===== src/mqrp_pkg.sv =====
// Constants and carrier types for the multi-queue read-port select block.
// Assumes one clock (core_clk) stands in for the free-running read clock.
package mqrp_pkg;
	localparam int QUEUES      = 32;
	localparam int QUAD_CNT    = 4;
	localparam int FLAG_W      = 8;
	localparam int DATA_W      = 18;
	localparam int SEL_W       = 8;
	localparam int QSEL_LSB    = 0;
	localparam int QSEL_W      = 5;
	localparam int DEV_LSB     = 5;
	localparam int DEV_W       = 3;
	localparam int QUAD_W      = 2;
	localparam int CFG_BITS    = 8;
	localparam int CFG_CNT_W   = 4;
	localparam logic [QSEL_W-1:0] QUEUE_RST = 5'h00;
	localparam logic [QUAD_W-1:0] QUAD_RST  = 2'h0;
	localparam logic [DEV_W-1:0]  DEV_ID_RST = 3'h0;

	typedef struct packed {
		logic [DEV_W-1:0]  dev;
		logic [QSEL_W-1:0] queue;
	} mqrp_sel_t;

	typedef struct packed {
		logic              valid;
		logic [QSEL_W-1:0] queue;
		logic [DATA_W-1:0] data;
	} mqrp_word_t;
endpackage : mqrp_pkg


===== src/mqrp_read_port.sv =====
// Read-port queue select, FIRST_WORD_FALLTHROUGH output pipeline and almost-empty flag bus.
// Assumes queue storage outside answers combinationally on queueRdData.
`timescale 1ns/100ps
`default_nettype none
module mqrp_read_port (
	input  wire logic                          core_clk,
	input  wire logic                          rst_n,
	input  wire logic                          serialMode,
	input  wire logic                          serialClk,
	input  wire logic                          serialIn,
	input  wire logic                          serial_load_enable_n,
	input  wire logic                          read_queue_select_enable,
	input  wire logic [mqrp_pkg::SEL_W-1:0]    read_select_bus,
	input  wire logic                          flag_quadrant_strobe,
	input  wire logic                          readStrobe_n,
	input  wire logic                          polledMode,
	input  wire logic                          expansion_token_in,
	input  wire logic [mqrp_pkg::QUEUES-1:0]   queueEmpty,
	input  wire logic [mqrp_pkg::QUEUES-1:0]   queueAlmostEmpty,
	input  wire logic [mqrp_pkg::DATA_W-1:0]   queueRdData,
	output logic [mqrp_pkg::QSEL_W-1:0]        queueRdIdx,
	output logic                               queueRdPop,
	output logic [mqrp_pkg::DATA_W-1:0]        readData,
	output logic                               output_valid_n,
	output logic                               almost_empty_flag_n,
	output logic [mqrp_pkg::FLAG_W-1:0]        almost_empty_flag_bus,
	output logic                               flag_bus_sync,
	output logic                               expansion_token_out,
	output logic                               serial_done_out_n,
	output logic [mqrp_pkg::QSEL_W-1:0]        activeQueue
);
	typedef enum logic [1:0] {
		MQRP_IDLE  = 2'b00,
		MQRP_DRAIN = 2'b01,
		MQRP_FALL  = 2'b11
	} mqrp_state_t;

	// Device match on top bits
	function automatic logic isMine(input logic [mqrp_pkg::SEL_W-1:0] sel,
	                                input logic [mqrp_pkg::DEV_W-1:0] id);
		isMine = sel[mqrp_pkg::DEV_LSB +: mqrp_pkg::DEV_W] == id;
	endfunction : isMine

	logic [mqrp_pkg::DEV_W-1:0] deviceId;
	logic                       progDone;
	logic                       doneN;

	mqrp_cfg_shift u_cfg (
		.core_clk             (core_clk),
		.rst_n                (rst_n),
		.serialMode           (serialMode),
		.serialClk            (serialClk),
		.serialIn             (serialIn),
		.serial_load_enable_n (serial_load_enable_n),
		.deviceId             (deviceId),
		.progDone             (progDone),
		.serial_done_out_n    (doneN)
	);

	mqrp_state_t                 state;
	mqrp_state_t                 next_state;
	mqrp_pkg::mqrp_sel_t         sel;
	logic [mqrp_pkg::QSEL_W-1:0] prevQueue;
	logic [mqrp_pkg::QUAD_W-1:0] quad;
	logic [mqrp_pkg::QUAD_W-1:0] pollQuad;
	logic                        owner;
	logic                        tokenSync;
	logic [mqrp_pkg::QSEL_W-1:0] next_queue;
	logic [mqrp_pkg::QSEL_W-1:0] next_prevQueue;
	logic [mqrp_pkg::QUAD_W-1:0] next_quad;
	logic [mqrp_pkg::QUAD_W-1:0] next_pollQuad;
	logic                        next_owner;
	logic [mqrp_pkg::QSEL_W-1:0] next_rdIdx;
	logic                        next_pop;
	logic [mqrp_pkg::DATA_W-1:0] next_data;
	logic                        next_ovN;
	logic                        next_almost_empty_flag_bus;
	logic [mqrp_pkg::FLAG_W-1:0] next_bus;
	logic                        next_sync;
	logic [mqrp_pkg::QUAD_W-1:0] showQuad;
	logic                        selHit;
	logic                        quadHit;
	logic                        want;

	always_comb begin
		selHit = progDone && read_queue_select_enable && isMine(read_select_bus, deviceId);
		quadHit = flag_quadrant_strobe && isMine(read_select_bus, deviceId);
		next_queue     = sel.queue;
		next_prevQueue = prevQueue;
		next_state     = state;
		next_owner     = owner;
		// Selection ignores the read strobe
		if (selHit) begin
			next_queue     = read_select_bus[mqrp_pkg::QSEL_LSB +: mqrp_pkg::QSEL_W];
			next_prevQueue = sel.queue;
			next_state     = MQRP_DRAIN;
			next_owner     = 1'b1;
		end else if (progDone && read_queue_select_enable) begin
			// Another device addressed: release output ownership
			next_owner = 1'b0;
		end else begin
			case (state)
				MQRP_DRAIN: next_state = MQRP_FALL;
				MQRP_FALL:  next_state = MQRP_IDLE;
				MQRP_IDLE:  next_state = MQRP_IDLE;
				default:    next_state = MQRP_IDLE;
			endcase
		end
		// Pop runs one edge ahead of the data: old queue pops on the select edge,
		// the new one on the next, so each word lands on the edge the host expects
		want = 1'b0;
		next_rdIdx = next_queue;
		case (next_state)
			MQRP_DRAIN: begin
				next_rdIdx = next_prevQueue;
				want       = 1'b1;
			end
			MQRP_FALL: begin
				next_rdIdx = next_queue;
				want       = 1'b1;
			end
			default: begin
				next_rdIdx = next_queue;
				want       = !readStrobe_n;
			end
		endcase
		next_pop  = next_owner && want && !queueEmpty[next_rdIdx];
		// Store answers for the registered index, so take its word as it pops
		next_data = queueRdPop ? queueRdData : readData;
		next_ovN  = !(next_owner && !queueEmpty[next_rdIdx]);
		next_almost_empty_flag_bus = !queueAlmostEmpty[sel.queue];
		// Quadrant latch ignores bits 4:2
		next_quad = quadHit ? read_select_bus[mqrp_pkg::QUAD_W-1:0] : quad;
		next_pollQuad = pollQuad + 2'h1;
		showQuad  = polledMode ? pollQuad : quad;
		next_bus  = ~queueAlmostEmpty[showQuad*mqrp_pkg::FLAG_W +: mqrp_pkg::FLAG_W];
		next_sync = polledMode && (pollQuad == mqrp_pkg::QUAD_RST);
	end

	always_ff @(posedge core_clk or negedge rst_n) begin
		if (!rst_n) begin
			state                 <= MQRP_IDLE;
			sel                   <= '0;
			prevQueue             <= mqrp_pkg::QUEUE_RST;
			quad                  <= mqrp_pkg::QUAD_RST;
			pollQuad              <= mqrp_pkg::QUAD_RST;
			owner                 <= 1'b1;
			tokenSync             <= 1'b0;
			queueRdIdx            <= mqrp_pkg::QUEUE_RST;
			queueRdPop            <= 1'b0;
			readData              <= 18'h0_0000;
			output_valid_n        <= 1'b1;
			almost_empty_flag_n   <= 1'b1;
			almost_empty_flag_bus <= 8'hFF;
			flag_bus_sync         <= 1'b0;
			expansion_token_out   <= 1'b0;
			serial_done_out_n     <= 1'b1;
			activeQueue           <= mqrp_pkg::QUEUE_RST;
		end else begin
			state                 <= next_state;
			sel.queue             <= next_queue;
			sel.dev               <= deviceId;
			prevQueue             <= next_prevQueue;
			quad                  <= next_quad;
			pollQuad              <= next_pollQuad;
			owner                 <= next_owner;
			tokenSync             <= expansion_token_in;
			queueRdIdx            <= next_rdIdx;
			queueRdPop            <= next_pop;
			readData              <= next_data;
			output_valid_n        <= next_ovN;
			almost_empty_flag_n   <= next_almost_empty_flag_bus;
			almost_empty_flag_bus <= next_bus;
			flag_bus_sync         <= next_sync;
			// Token passes on when this device gives up the read bus
			expansion_token_out   <= owner && !next_owner;
			serial_done_out_n     <= doneN;
			activeQueue           <= next_queue;
		end
	end
endmodule : mqrp_read_port
`default_nettype wire


===== src/mqrp_cfg_shift.sv =====
// Serial configuration loader: shift register on the core clock, fed by
// synchronised serial clock, data and load enable pins.
`timescale 1ns/100ps
`default_nettype none
module mqrp_cfg_shift (
	input  wire logic                       core_clk,
	input  wire logic                       rst_n,
	input  wire logic                       serialMode,
	input  wire logic                       serialClk,
	input  wire logic                       serialIn,
	input  wire logic                       serial_load_enable_n,
	output logic [mqrp_pkg::DEV_W-1:0]      deviceId,
	output logic                            progDone,
	output logic                            serial_done_out_n
);
	logic [2:0] s1;
	logic [2:0] s2;
	logic       clkPrev;
	logic [mqrp_pkg::CFG_BITS-1:0]  shiftReg;
	logic [mqrp_pkg::CFG_CNT_W-1:0] bitCnt;
	logic [mqrp_pkg::CFG_BITS-1:0]  next_shiftReg;
	logic [mqrp_pkg::CFG_CNT_W-1:0] next_bitCnt;
	logic next_progDone;
	logic next_doneN;

	always_ff @(posedge core_clk or negedge rst_n) begin
		if (!rst_n) begin
			s1      <= 3'h7;
			s2      <= 3'h7;
			clkPrev <= 1'b1;
		end else begin
			s1      <= {serialClk, serialIn, serial_load_enable_n};
			s2      <= s1;
			clkPrev <= s2[2];
		end
	end

	always_comb begin
		next_shiftReg = shiftReg;
		next_bitCnt   = bitCnt;
		next_progDone = progDone;
		// Default configuration counts as programmed at once
		if (!serialMode) begin
			next_progDone = 1'b1;
		end else if (!progDone && !s2[0] && s2[2] && !clkPrev) begin
			next_shiftReg = {shiftReg[mqrp_pkg::CFG_BITS-2:0], s2[1]};
			next_bitCnt   = bitCnt + 4'h1;
			if (bitCnt == 4'(mqrp_pkg::CFG_BITS - 1)) begin
				next_progDone = 1'b1;
			end
		end
		// Done output follows load enable once programmed
		next_doneN = progDone ? s2[0] : 1'b1;
	end

	always_ff @(posedge core_clk or negedge rst_n) begin
		if (!rst_n) begin
			shiftReg          <= 8'h00;
			bitCnt            <= 4'h0;
			progDone          <= 1'b0;
			serial_done_out_n <= 1'b1;
		end else begin
			shiftReg          <= next_shiftReg;
			bitCnt            <= next_bitCnt;
			progDone          <= next_progDone;
			serial_done_out_n <= next_doneN;
		end
	end

	assign deviceId = serialMode ? shiftReg[mqrp_pkg::DEV_W-1:0] : mqrp_pkg::DEV_ID_RST;
endmodule : mqrp_cfg_shift
`default_nettype wire


===== config.mk =====
export PLATFORM = sky130hd
export DESIGN_NAME = mqrp_read_port
export DESIGN_NICKNAME = d
export VERILOG_FILES = /design/src/mqrp_pkg.sv /design/src/mqrp_read_port.sv /design/src/mqrp_cfg_shift.sv
export SDC_FILE = /design/constraint.sdc
export NUM_CORES = 1
export LEC_CHECK = 0
export BUFFER_PORTS_ARGS = -buffer_cell sky130_fd_sc_hd__buf_2
export CORE_UTILIZATION = 48
export DETAILED_ROUTE_END_ITERATION = 8
export PLACE_DENSITY = 0.92
export SYNTH_ARGS = -nofsm -noshare
export SYNTH_HDL_FRONTEND = slang
export SYNTH_SLANG_ARGS = --single-unit
export TNS_END_PERCENT = 50

===== constraint.sdc =====
create_clock -name core_clk -period 2.85 [get_ports core_clk]
set_input_delay 0.285 -clock core_clk [delete_from_list [all_inputs] [get_ports core_clk]]
set_output_delay 0.285 -clock core_clk [all_outputs]
set_load 0.01 [all_outputs]

==> impl_metrics.ini <==
[cts]
htree_levels = 3
cts_resized = 0
cts_tree = done
numCtsBuffers = 9
clk_latency_ns = 0.33
clockBufferDepth = 2
clock_sinks = 70
cts_root_buffer = clkbuf_8
clkTransAtPathRegs_ns = 0.07

[sta]
fin_skew_ns = 0.00443
whs_ns = 0.0477
final-hold-violation-count = 0
rsz0062_at_grt = false
slew_headroom_pct = 41.6
period_share_pct = 90.9
fin_tns_setup_ns = 0
period_needed_ns = 2.59
worstMarginPinSlew_ns = 0.852
setup_viol = 0
timing.fmax_mhz = 386
layout_setup_ws_ns = 0.260
drv_slew = 0

[floorplanning]
start_util_pct = 49.9
core-area_um2 = 6790
die_area_um2 = 7400
io_pins = 143
rows = 30
die_w_um = 86
die_h_um = 86

[place]
dpl.hpwl_um = 5670
place_congestion = 0.792
pre_cts_slack_ns = 0.296
port_buffers = 141

[synthesis]
ys_ff_latch = 70
synth.most_common_cell = dfrtp_1
ys_types = 40
syn-num-nets = 345
synth_edf_count = 0
synth_common_cells = dfrtp_1, mux2_2, mux2i_1
syn_inst = 242
synth_area_leader_cell = dfrtp_1
syn_area_per_cell_um2 = 14.0
seq_area_frac_synth_pct = 52.5
synth-warning-count = 0
synth_top_area_share_pct = 36.9
ys.flop_type = dfrtp_1
async_reset_ff_share_pct = 100
synth_area_um2 = 3390
synthTopCellsByArea = dfrtp_1, dfstp_2, mux2_2, mux4_2, mux2i_1

[setup_path]
crit_start = u_cfg.shiftReg[1]$_DFFE_PN0P_
critical_path.max_fanout = 16
crit_chain = nand4b_1 > o22a_1 > a21oi_2 > o21ba_1 > buf_4 > mux2_1 > a2bb2oi_1 > nand3_1 > nand4_1 > a31oi_1
cp-start-kind = flip-flop
crit_type = flip-flop to flip-flop
cp_data_required_time_ns = 3.10
r2r-start = u_cfg.shiftReg[1]$_DFFE_PN0P_
crit_arrival_ns = 2.84
slowest_stage = dfrtp_1
cp_slowest_stage_delay_ns = 0.41
end_kind = flip-flop

[grt]
grt-busiest-layer = met2
antenna_found_initial = 0
grt_pass1_vias = 2580
gr-usage-met1_pct = 22.7
track_usage_pct = 20.3
grt_use_met2_pct = 36.6
grtUsageMet3_pct = 4.62
grt_overflow = 0
grt_pass1_wl_um = 11400
grt_start_max_net_pins = 41

[detailed_routing]
route.detailed.drc = 0
viasPerCell = 5.11
routed_wl_um = 7080
drt-pass1-iter-count = 4
first_iter_violations = 92
ant_nets = 0
avgRoutedWirePerCell_um = 14.3
vias = 2537

[hold_path]
min_from = serialClk
hp-class = input port to flip-flop

[power]
power_leakage_uw = 0.00218
peakVddDrop_mv = 0.367
power_density_nw_per_um2 = 759

[status]
outcome = completed

[final_layout]
layout-drive-gt1-share_pct = 60.3
n_antenna_cell = 0
fill_cells = 529
layout.nets = 498
syn_to_final_growth_pct = 31.5

[job]
drv_cap = 0
==> repair_timing <==
action | in CTS | in global routing
hold buffers | 1 | 0
hold endpoints to repair | 28 | 0
buffers inserted | 0 | 0
==> layout by cell type, fill, tap and decap left out, drive strengths merged, types with 2 or more instances in the layout <==
cell and instances:
a211oi 4, a21oi 2, a22oi 2, a2bb2oi 2, buf 149, bufinv 2, clkbuf 10, dfrtp 50
dfstp 20, ha 2, inv 17, mux2 38, mux2i 21, mux4 18, nand2 16, nand2b 6
nand3 7, nand3b 2, nand4b 2, nor2 5, nor2b 2, o21ai 4, xnor2 3, xor2 2
==> cell families (layout without fill, tap and decap cells) <==
| family | after synthesis | after routing | share of synthesized area, % |
|---|---|---|---|
| mux | 77 | 77 | 30.8 |
| buf+inv | 23 | 181 | 3.14 |
| compound gates | 21 | 21 | 4.77 |
| flops | 70 | 70 | 52.5 |
| fa+ha+maj | 2 | 2 | 0.739 |
| simple gates | 44 | 44 | 6.80 |
| xor+xnor | 5 | 5 | 1.29 |
==> layer usage <==
| layer | routed length [um] | vias up | share of wire [%] |
|---|---|---|---|
| met5 | 0 | - | 0 |
| met4 | 117 | 0 | 1.7 |
| met3 | 511 | 12 | 7.2 |
| met2 | 3690 | 113 | 52 |
| met1 | 2760 | 1218 | 39 |
| li1 | - | 1194 | - |
==> critical path: cells and delay by family, from the launching register on <==
family	cells	cell delay, ns
flip-flops	1	0.41
AO/OA/AOI/OAI	5	1.06
AND/OR/NAND/NOR	3	0.44
buffers and inverters	1	0.24
multiplexers	1	0.36
==> registers in the layout, summed over array words and instances, names as in the netlist, 3 cells and up <==
signal	flops
readData	18
almost_empty_flag_bus	8
prevQueue	5
queueRdIdx	5
sel	5
u_cfg.bitCnt	4
u_cfg.s1	3
u_cfg.s2	3
u_cfg.shiftReg	3
==> worst paths after layout <==
check	cells past startpoint	slack [ns]	to
hold / removal	1	0.05	u_cfg.s1[2]$_DFF_PN1_
setup reg to reg	10	0.26	queueRdPop$_DFF_PN0_
hold reg to reg	0	0.36	u_cfg.s2[1]$_DFF_PN1_
max in group asynchronous	3	1.94	almost_empty_flag_bus[4]$_DFF_PN1_
setup / recovery	10	0.26	queueRdPop$_DFF_PN0_
min in group asynchronous	3	0.50	readData[13]$_DFFE_PN0P_
==> stage by stage <==
step / area, um^2 / power (uW) / instances / util [%]
final: 4450 / 3380 / 496 / 65.6
after global routing: 4450 / 3590 / 496 / 65.6
after CTS: 4450 / 3430 / 496 / 65.6
after detailed placement: 4220 / 2550 / 479 / 62.2
after global placement: 4220 / 2500 / 479 / 62.2
after floorplan: 3390 / 2150 / 242 / -
==> power breakdown <==
part           switching (uW)  internal, uW
clock                     360           500
sequential                154          1270
combinational             500           599
==> cell type report <==
class | instances | area (um^2) | share of cell area [%]
repair buffers | 150 | 776 | 17.4
multi-input cells | 149 | 1500 | 33.8
clock buffers | 10 | 128 | 2.87
clock inverters | 6 | 93.8 | 2.11
well taps | 96 | 120 | 2.70
inverters | 15 | 56.3 | 1.26
flip-flops and latches | 70 | 1780 | 39.9
Note: power is estimated with default switching activity, not from simulation.
